==> config.mk <==
export PLATFORM = sky130hd
export DESIGN_NAME = sgrc_ctrl
export DESIGN_NICKNAME = d
export VERILOG_FILES = /design/src/shared/sgrc_pkg.sv /design/src/verilog/sgrc_ctrl.sv
export SDC_FILE = /design/constraint.sdc
export NUM_CORES = 1
export LEC_CHECK = 0
export BUFFER_PORTS_ARGS = -buffer_cell sky130_fd_sc_hd__buf_2
export CAP_MARGIN = 20
export CELL_PAD_IN_SITES_DETAIL_PLACEMENT = 2
export CELL_PAD_IN_SITES_GLOBAL_PLACEMENT = 2
export CORE_MARGIN = 3
export CORE_UTILIZATION = 31
export CTS_CLUSTER_DIAMETER = 30
export DETAILED_ROUTE_END_ITERATION = 10
export PLACE_DENSITY = 0.95
export SLEW_MARGIN = 20
export SYNTH_ARGS = -nofsm -noshare
export SYNTH_HDL_FRONTEND = slang
export SYNTH_SLANG_ARGS = --single-unit
==> constraint.sdc <==
create_clock -name clk -period 7.5 [get_ports clk]
set_input_delay 1.5 -clock clk [delete_from_list [all_inputs] [get_ports clk]]
set_output_delay 1.5 -clock clk [all_outputs]
set_load 0.01 [all_outputs]
==> src/shared/sgrc_pkg.sv <==
// Constants shared by the start guard and trip reset control block.
package sgrc_pkg;
  // Input function codes that may be assigned to a general-purpose input.
  localparam logic [7:0] SGRC_FN_START_GUARD = 8'h0D;
  localparam logic [7:0] SGRC_FN_BYPASS      = 8'h0E;
  localparam logic [7:0] SGRC_FN_TRIP_RESET  = 8'h12;
  // The bypass function is honoured only on inputs numbered 1 through this value.
  localparam int         SGRC_BYPASS_MAX_IN  = 7;
  // Error codes shown on the error code output.
  localparam logic [7:0] SGRC_ERR_NONE       = 8'h00;
  localparam logic [7:0] SGRC_ERR_GUARD      = 8'h13;
  localparam logic [7:0] SGRC_ERR_UNDERVOLT  = 8'h09;
  // Timing: clock rate and the one millisecond tick used for the retry wait.
  localparam int         SGRC_CLK_MHZ        = 40;
  localparam int         SGRC_TICK_US        = 1000;
  localparam int         SGRC_TICK_CYCLES    = SGRC_CLK_MHZ * SGRC_TICK_US;
  // Cycles after reset release before the pins are trusted (two sync stages plus edge stage).
  localparam int         SGRC_SETTLE_CYCLES  = 3;
  localparam int         SGRC_SETTLE_W       = 2;
  localparam int         SGRC_FN_W           = 8;
endpackage

==> src/verilog/sgrc_ctrl.sv <==
// Run, start guard, line bypass and trip reset control of the motor drive.
`timescale 1ns/1ps
`default_nettype none
module sgrc_ctrl
  import sgrc_pkg::*;
#(
  parameter int N_IN        = 7,
  parameter int TICK_CYCLES = SGRC_TICK_CYCLES,
  parameter int RETRY_W     = 16,
  parameter int FREQ_W      = 16
) (
  input  wire logic                   clk,
  input  wire logic                   rstn,
  input  wire logic                   forward_run_cmd,
  input  wire logic                   reverse_run_cmd,
  input  wire logic [N_IN-1:0]        gp_in,
  input  wire logic                   keypad_reset,
  input  wire logic                   undervoltage,
  input  wire logic [N_IN*SGRC_FN_W-1:0] fn_code,
  input  wire logic [N_IN-1:0]        fn_invert,
  input  wire logic [RETRY_W-1:0]     retry_wait_ms,
  input  wire logic [FREQ_W-1:0]      speed_est,
  input  wire logic [FREQ_W-1:0]      base_freq,
  output logic                        motor_run,
  output logic                        alarm,
  output logic [7:0]                  error_code,
  output logic                        match_start,
  output logic                        zero_start
);

  localparam int TICK_W = $clog2(TICK_CYCLES + 1);

  generate
    if (N_IN < 1 || N_IN > 8) begin : g_bad_n_in
      $error("N_IN must be between 1 and 8");
    end
    if (TICK_CYCLES < 1) begin : g_bad_tick
      $error("TICK_CYCLES must be at least 1");
    end
    if (RETRY_W < 1 || FREQ_W < 1) begin : g_bad_width
      $error("RETRY_W and FREQ_W must be at least 1");
    end
  endgenerate

  typedef enum logic [3:0] {
    ST_PWRUP,
    ST_STOP,
    ST_RUN,
    ST_GUARD_TRIP,
    ST_UV_TRIP,
    ST_RESET_HOLD,
    ST_BYPASS,
    ST_RETRY,
    ST_MATCH
  } sgrc_state_type;

  typedef struct packed {
    sgrc_state_type             st;
    logic [N_IN-1:0]            gp_m;
    logic [N_IN-1:0]            gp_s;
    logic [1:0]                 run_m;
    logic [1:0]                 run_s;
    logic                       key_m;
    logic                       key_s;
    logic                       uv_m;
    logic                       uv_s;
    logic                       rs_prev;
    logic                       byp_prev;
    logic                       key_prev;
    logic                       prev_guard;
    logic [SGRC_SETTLE_W-1:0]   settle;
    logic [TICK_W-1:0]          tick;
    logic [RETRY_W-1:0]         wait_ms;
    logic                       motor;
    logic                       alarm;
    logic [7:0]                 code;
    logic                       match_start;
    logic                       zero_start;
  } sgrc_regs_type;

  sgrc_regs_type q;
  sgrc_regs_type d;

  // True when any input assigned the given function is active, up to a highest input number.
  function automatic logic fn_hit(input logic [N_IN*SGRC_FN_W-1:0] codes,
                                  input logic [N_IN-1:0] lvls,
                                  input logic [7:0] fn,
                                  input int max_in);
    logic hit;
    hit = 1'b0;
    for (int i = 0; i < N_IN; i++) begin
      if (i < max_in && codes[i*SGRC_FN_W +: SGRC_FN_W] == fn && lvls[i]) begin
        hit = 1'b1;
      end
    end
    return hit;
  endfunction

  logic [N_IN-1:0] lvl;
  logic            run_now;
  logic            guard_now;
  logic            rs_now;
  logic            byp_now;
  logic            rs_fall;
  logic            byp_rise;
  logic            byp_fall;
  logic            key_rise;
  logic            slow_motor;

  // Inversion is ignored for the trip-reset function, so it is always normally open.
  always_comb begin
    for (int i = 0; i < N_IN; i++) begin
      lvl[i] = q.gp_s[i] ^ (fn_invert[i] &&
               fn_code[i*SGRC_FN_W +: SGRC_FN_W] != SGRC_FN_TRIP_RESET);
    end
  end

  assign run_now    = |q.run_s;
  assign guard_now  = fn_hit(fn_code, lvl, SGRC_FN_START_GUARD, N_IN);
  assign rs_now     = fn_hit(fn_code, lvl, SGRC_FN_TRIP_RESET, N_IN);
  assign byp_now    = fn_hit(fn_code, lvl, SGRC_FN_BYPASS, SGRC_BYPASS_MAX_IN);
  // Edges are taken only from synchronised levels, never from the first stage.
  assign rs_fall    = q.rs_prev && !rs_now;
  assign byp_rise   = !q.byp_prev && byp_now;
  assign byp_fall   = q.byp_prev && !byp_now;
  assign key_rise   = !q.key_prev && q.key_s;
  assign slow_motor = speed_est <= (base_freq >> 1);

  always_comb begin
    d             = q;
    d.gp_m        = gp_in;
    d.gp_s        = q.gp_m;
    d.run_m       = {reverse_run_cmd, forward_run_cmd};
    d.run_s       = q.run_m;
    d.key_m       = keypad_reset;
    d.key_s       = q.key_m;
    d.uv_m        = undervoltage;
    d.uv_s        = q.uv_m;
    d.rs_prev     = rs_now;
    d.byp_prev    = byp_now;
    d.key_prev    = q.key_s;
    d.match_start = 1'b0;
    d.zero_start  = 1'b0;
    if (q.tick != '0) begin
      d.tick = q.tick - TICK_W'(1);
    end
    // The trip-reset level overrides everything except the power-up check.
    if (q.st != ST_PWRUP && rs_now) begin
      if (q.st != ST_RESET_HOLD) begin
        d.prev_guard = (q.st == ST_GUARD_TRIP);
      end
      d.st = ST_RESET_HOLD;
    end else begin
      case (q.st)
        ST_PWRUP: begin
          if (q.settle != '0) begin
            d.settle = q.settle - SGRC_SETTLE_W'(1);
          end else if (run_now && guard_now) begin
            d.st = ST_GUARD_TRIP;
          end else if (run_now) begin
            d.st = ST_RUN;
          end else begin
            d.st = ST_STOP;
          end
        end
        ST_STOP: begin
          if (q.uv_s) begin
            d.st = ST_UV_TRIP;
          end else if (byp_rise) begin
            d.st = ST_BYPASS;
          end else if (run_now) begin
            d.st = ST_RUN;
          end
        end
        ST_RUN: begin
          if (q.uv_s) begin
            d.st = ST_UV_TRIP;
          end else if (byp_rise) begin
            d.st = ST_BYPASS;
          end else if (!run_now) begin
            d.st = ST_STOP;
          end
        end
        ST_GUARD_TRIP: begin
          if (!run_now) begin
            d.st = ST_STOP;
          end else if (key_rise) begin
            d.st = ST_RUN;
          end
        end
        ST_UV_TRIP: begin
          // A keypad reset behaves as a power-up reset, so the guard check runs again.
          if (key_rise) begin
            d.st     = ST_PWRUP;
            d.settle = '0;
          end
        end
        ST_RESET_HOLD: begin
          if (rs_fall) begin
            if (q.prev_guard) begin
              d.st = run_now ? ST_RUN : ST_STOP;
            end else begin
              d.st     = ST_PWRUP;
              d.settle = '0;
            end
            d.prev_guard = 1'b0;
          end
        end
        ST_BYPASS: begin
          if (q.uv_s) begin
            d.st = ST_UV_TRIP;
          end else if (byp_fall && run_now) begin
            d.st      = ST_RETRY;
            d.wait_ms = retry_wait_ms;
            d.tick    = TICK_W'(TICK_CYCLES);
          end else if (byp_fall) begin
            d.st = ST_STOP;
          end
        end
        ST_RETRY: begin
          if (q.uv_s) begin
            d.st = ST_UV_TRIP;
          end else if (!run_now) begin
            d.st = ST_STOP;
          end else if (q.wait_ms == '0) begin
            d.st = ST_MATCH;
          end else if (q.tick == '0) begin
            d.wait_ms = q.wait_ms - RETRY_W'(1);
            d.tick    = TICK_W'(TICK_CYCLES);
          end
        end
        ST_MATCH: begin
          d.st = ST_RUN;
          if (slow_motor) begin
            d.zero_start = 1'b1;
          end else begin
            d.match_start = 1'b1;
          end
        end
        default: begin
          d.st = ST_PWRUP;
        end
      endcase
    end
    d.motor = (d.st == ST_RUN);
    d.alarm = (d.st == ST_GUARD_TRIP) || (d.st == ST_UV_TRIP);
    case (d.st)
      ST_GUARD_TRIP: d.code = SGRC_ERR_GUARD;
      ST_UV_TRIP:    d.code = SGRC_ERR_UNDERVOLT;
      default:       d.code = SGRC_ERR_NONE;
    endcase
  end

  // Reset is the power-up reset: it waits for the synchronisers before checking run.
  always_ff @(posedge clk) begin
    if (!rstn) begin
      q        <= '0;
      q.st     <= ST_PWRUP;
      q.settle <= SGRC_SETTLE_W'(SGRC_SETTLE_CYCLES);
      q.code   <= SGRC_ERR_NONE;
    end else begin
      q <= d;
    end
  end

  assign motor_run   = q.motor;
  assign alarm       = q.alarm;
  assign error_code  = q.code;
  assign match_start = q.match_start;
  assign zero_start  = q.zero_start;

  logic pwr_check;
  assign pwr_check = (q.st == ST_PWRUP) && (q.settle == '0);
endmodule
`default_nettype wire

==> After elaboration in Yosys (flattened, before gate mapping) <==
Cells that the tools add are included.
{ "totals": {"reg_bits": 76, "inputBits": 124, "output_inout_bits": 12, "elab_cells": 204} }
{ "op_classes": {"add_sub_neg": 3, "magnitude_cmp": 1, "n_eq_ne": 51, "muxes": 63, "n_bitwise": 10, "n_reduce_logical": 55} }
{ "ops": {"columns": ["op", "count"], "rows": [
  ["two-way mux 32 bit", 7],
  ["equality test 8 x 4 -> 1 bit (second input constant)", 14],
  ["two-way mux 4 bit", 20],
  ["case mux 32 bit (2 select lines)", 1],
  ["equality test 8 x 5 -> 1 bit (second input constant)", 7],
  ["!= test 8 x 5 -> 1 bit (second input constant)", 7],
  ["case mux 4 bit (9 select lines)", 1],
  ["logical AND 1 bit", 35],
  ["zero test 16 bit", 2],
  ["subtractor 16 x 1 -> 16 bit (second input constant)", 2],
  ["two-way mux 1 bit", 26],
  ["equality test 4 x 3 -> 1 bit (second input constant)", 5],
  ["!= test 2 bit (second input constant)", 10],
  ["equality test 4 x 2 -> 1 bit (second input constant)", 4],
  ["less-or-equal comparator 16 x 15 -> 1 bit", 1],
  ["two-way mux 16 bit", 1],
  ["nonzero test 16 bit", 1],
  ["case mux 5 bit (2 select lines)", 1],
  ["two-way mux 2 bit", 4],
  ["AND reduction 8 bit", 1],
  ["nonzero test 2 bit", 4],
  ["XOR 1 bit", 7],
  ["case mux 2 bit (3 select lines)", 1],
  ["AND reduction 6 bit", 1],
  ["other kinds (15)", 20]
]} }

==> Longest topological paths before layout <==
{ "depth": {"depth_word": 20, "depth_mapped": 11, "mapped_depth_nobuf": 10} }

==> Worst setup path before layout <==
Ideal clock, no wire load.
{ "synth_path": {"path_type": "input-to-reg", "startpoint": "in fn_code[53]", "endpoint": "reg q[40] (netlist bit)", "setup_time_ps": 119, "arrival_time_ps": 3470, "required_time_ps": 7381, "slack_ps": 3911, "stages": 9, "n_path_buf": 1, "path_cell_list": "or3_1 -> or4_1 -> o22ai_1 -> nor4_4 -> a31oi_1 -> nor2b_4 -> buf_2 -> a211oi_1 -> nor2_1"} }
{ "synth_between": {"elab_chain_cells": 12, "word_cells_on_any_way": 17, "cone_classes": "3 x eq/ne; 6 x mux; 1 x bitwise; 7 x reduce/logical"} }
{ "synth_lines": {"columns": ["element", "line", "text"], "rows": [
  ["from (decl)", "sgrc_ctrl.sv:19", "input wire logic [N_IN*SGRC_FN_W-1:0] fn_code,"],
  ["!= test 8 x 5 -> 1 bit", "sgrc_ctrl.sv:114", "fn_code[i*SGRC_FN_W +: SGRC_FN_W] != SGRC_FN_TRIP_RESET);"],
  ["logical AND 1 bit", "sgrc_ctrl.sv:113", "lvl[i] = q.gp_s[i] ^ (fn_invert[i] &&"],
  ["XOR 1 bit", "sgrc_ctrl.sv:113", null],
  ["logical AND 1 bit", "sgrc_ctrl.sv:92", "if (i < max_in && codes[i*SGRC_FN_W +: SGRC_FN_W] == fn && lvls[i]) begin"],
  ["two-way mux 1 bit", "sgrc_ctrl.sv:92", null],
  ["zero test 1 bit", "sgrc_ctrl.sv:125", "assign byp_fall = q.byp_prev && !byp_now;"],
  ["logical AND 1 bit", "sgrc_ctrl.sv:125", null],
  ["logical AND 1 bit", "sgrc_ctrl.sv:212", "end else if (byp_fall && run_now) begin"],
  ["two-way mux 32 bit", "sgrc_ctrl.sv:212", null],
  ["two-way mux 32 bit", "sgrc_ctrl.sv:210", "if (q.uv_s) begin"],
  ["case mux 32 bit (2 select lines)", "sgrc_ctrl.sv:154", "case (q.st)"],
  ["two-way mux 32 bit *", "sgrc_ctrl.sv:148", "if (q.st != ST_PWRUP && rs_now) begin"],
  ["to (decl)", "sgrc_ctrl.sv:81", "sgrc_regs_type q;"]
]} }
Mark *: on every way between the ends. The rest lies on a longest branch, timed or not. The select of a mux whose other input is x is not followed.
A chain may end at the register's enable or synchronous reset.

==> Worst setup path in the final report <==
{ "layout_path": {"startpoint": "in fn_code[2]", "endpoint": "reg q[32] (netlist bit)"} }
{ "layout_between": {"elab_chain_cells": 18, "word_cells_on_any_way": 29, "cone_classes": "3 x eq/ne; 18 x mux; 1 x bitwise; 7 x reduce/logical"} }
{ "layout_lines": {"columns": ["element", "line"], "rows": [
  ["!= test 8 x 5 -> 1 bit", "sgrc_ctrl.sv:114"],
  ["logical AND 1 bit", "sgrc_ctrl.sv:113"],
  ["XOR 1 bit", "sgrc_ctrl.sv:113"],
  ["logical AND 1 bit", "sgrc_ctrl.sv:92"],
  ["two-way mux 1 bit (7 in series)", "sgrc_ctrl.sv:92"],
  ["zero test 1 bit", "sgrc_ctrl.sv:125"],
  ["logical AND 1 bit", "sgrc_ctrl.sv:125"],
  ["logical AND 1 bit", "sgrc_ctrl.sv:212"],
  ["two-way mux 32 bit", "sgrc_ctrl.sv:212"],
  ["two-way mux 32 bit", "sgrc_ctrl.sv:210"],
  ["case mux 32 bit (2 select lines)", "sgrc_ctrl.sv:154"],
  ["two-way mux 32 bit *", "sgrc_ctrl.sv:148"]
]} }
Marks and branches as above.

==> impl_metrics.py <==
metrics = {
    "run_status": {
        "outcome": "complete, no violations",
    },
    "clocking": {
        "cts_root_buffer": "clkbuf_16",
        "post_cts_buffers": 0,
        "cts_tree": "done",
        "cts.sinks": 70,
        "clkLatencyLatePin_ns": 0.34,
        "clk_path_buf_depth": 2,
        "cts_hold_buf": 0,
        "clk_pin_slew_ns": 0.05,
        "h-tree-depth": 3,
        "numCtsBuffers": 9,
        "ctsResizeCount": 0,
    },
    "flow_run": {
        "drv_cap": 0,
    },
    "sta": {
        "rsz0062_at_grt": "no",
        "skew_ns": 0.00705,
        "fin_crit_sh": 0.578,
        "final_max_slew_viol_count": 0,
        "setup_viol": 0,
        "min_period_ns": 4.33,
        "clock.fmax_mhz": 231,
        "fin_ws_ns": 3.17,
        "timing.slew.headroom": 0.427,
        "tightest_slew_ns": 0.849,
        "hold_viol_final": 0,
        "fin_tns_setup_ns": 0,
    },
    "worst_setup_path": {
        "path_delay_family": "simple AND/OR/NAND/NOR gates",
        "worstSetupPathType": "in2reg",
        "critPathArrivalTime_ns": 4.54,
        "path_max_fanout": 31,
        "r2r_cells": 10,
        "crit_chain": "buf_2, or3b_2, a211oi_1, o32ai_1, nor4_4, a31oi_1, nor2b_4, nand2b_1, nor2_1",
        "cp-end-kind": "flip-flop",
        "cpMaxStageDelayCell": "nor2b_4",
        "cp.buffers_inverters": 1,
        "setup.worst_path.start_class": "input pin",
        "r2r_end": "q[32]",
        "worstReg2RegStart": "q[12]",
        "reg2reg_slack_ns": 4.02,
        "critical_path_required_ns": 7.71,
        "critPathMaxStageDelay_ns": 0.61,
    },
    "die": {
        "die_h_um": 125,
        "fp.dieW_um": 125,
        "die_area_um2": 15700,
        "num_rows": 42,
        "ios": 136,
        "initial_core_util": 0.326,
        "fp.coreArea_um2": 13600,
    },
    "placed_design": {
        "gp_congestion": 0.853,
        "portBuffers": 130,
        "place_ws_ns": 2.79,
        "hpwl_um": 13900,
        "placed_cell_area_um2": 5170,
    },
    "min_path": {
        "hp-class": "reg2reg",
        "holdPathStages": 1,
        "worst_hold_startpoint": "d[54]",
        "min_to": "q[54]",
    },
    "finish": {
        "n_fill_cell": 1588,
        "utilization": 0.405,
        "layout_common_cells": "130 x buf_2, 70 x dfxtp_1, 51 x nor2_1, 36 x a21oi_1, 33 x inv_1",
        "area_growth_pct": 24.3,
        "layout_commonest_cell": "buf_2",
        "multi_input_area_um2": 2760,
        "register_area_um2": 1400,
        "nNetsFinal": 817,
        "layout-drive-gt1-share": 0.237,
        "stdcell_area_um2": 5490,
    },
    "pwr": {
        "peakVddDrop_mv": 0.141,
        "power_density_nw_per_um2": 229,
        "p_total_mw": 1.26,
        "power.leakage_nw": 2.43,
    },
    "synthesis": {
        "synth_edf_count": 0,
        "yosysWarnings": 0,
        "avgSynthCellArea_um2": 7.97,
        "yosys-top-cells-area": "dfxtp_1 32%, ha_1 5.4%, nor2_1 4.3%, a21oi_1 4.1%, and2_1 3.4%",
        "ys_async_sr_fraction": 0,
        "ys_seq_elements": 70,
        "synthCells": 554,
        "post_synth_num_cell_types": 66,
        "synth_top_area_share": 0.317,
        "ys_seq_area_frac": 0.317,
        "ys.flop_type": "dfxtp_1",
        "netlist_area_um2": 4420,
        "yosys.area.top_type": "dfxtp_1",
    },
    "route": {
        "drtPass1Iterations": 4,
        "wirelength_um": 17900,
        "route.met2.wl_um": 9610,
        "avgRoutedWirePerCell_um": 20.9,
        "met1_length_um": 6780,
        "drt_iter0_drc": 219,
        "vias_per_cell": 5.56,
        "highest_layer": "met4",
        "drc": 0,
        "num_vias": 4757,
        "ant_nets": 0,
        "dr_wl_met3_um": 789,
    },
    "global_route": {
        "grt_pass1_wl_um": 28700,
        "antenna_found_initial": 1,
        "grtUsageTotal": 0.228,
        "grt_max_degree": 49,
        "grt_remaining_overflow": 0,
        "grt_pass1_vias": 5469,
    },
}
cells in the mapped netlist (all sizes together) (14+ instances only):
library cell and number:
dfxtp 70, inv 33, nand4 14, nand2 33
buf 16, ha 19, nor3 24, nor2b 22
o21ai 25, nor2 51, and2 24, a21oi 36
nand2b 14
worst max-delay path by stage:
| stage | start | to | slack (ns) | cells after the start |
|---|---|---|---|---|
| finish | fn_code[2] | q[32] | 3.17 | 9 |
| global route | fn_code[26] | q[42] | 2.91 | 9 |
| CTS | fn_code[2] | q[42] | 3.12 | 9 |
| floorplan | fn_code[53] | q[40] | 3.91 | 9 |
| detailed placement | fn_code[2] | q[32] | 2.79 | 9 |
| global placement | fn_code[26] | q[42] | 3.01 | 9 |
report_power, final:
group	leakage, nW	total [mW]	internal, mW	switching, mW
sequential	0.572	0.449	0.411	0.0380
combinational	1.70	0.354	0.151	0.203
clock	0.152	0.456	0.290	0.166
metal layers:
metal  vias to the layer above  track usage
met5                         -            0
met4                         0        0.107
met3                        47       0.0469
met2                       141        0.431
met1                      2341        0.239
li1                       2228            -
kinds of logic (layout without fill, tap and decap cells):
kind of cell	count (synthesis)	in the layout	share of synthesized area
other	1	5	0.000849
adder cells (fa/ha/maj)	21	21	0.0584
flip-flops	70	70	0.317
buffers and inverters	59	181	0.0592
AND/OR/NAND/NOR	255	255	0.333
AO/OA/AOI/OAI	127	127	0.189
XOR/XNOR	21	21	0.0417
flip-flops by register name (all words and copies together), names as in the netlist:
register,flops
match_start,1
q,52
motor_run,1
error_code,2
alarm,1
zero_start,1
d,12
metrics by stage:
step,hold WS (ns),cells
after floorplan,0.412,557
after global placement,0.413,839
after detailed placement,0.435,839
after CTS,0.439,855
after global routing,0.460,856
final,0.433,856
worst register-to-register path, cell delays in order (launching register included):
cell and delay (ns):
dfxtp_1 0.33, inv_1 0.11, ha_1 0.21, nor3b_1 0.54, nand3_1 0.30, o311a_1 0.47, and3_1 0.21, a31oi_1 0.39
nor2b_4 0.25, nand2b_1 0.39, nor2_1 0.20
cell type report:
class | count | share of cell area
Antenna cell | 1 | 0.000456
Clock buffer | 10 | 0.0417
Clock inverter | 6 | 0.0157
Inverter | 34 | 0.0233
Multi-Input combinational cell | 428 | 0.504
Sequential cell | 70 | 0.255
Tap cell | 176 | 0.0401
Timing Repair Buffer | 131 | 0.120
No activity file was read; power rests on OpenSTA's default activity.
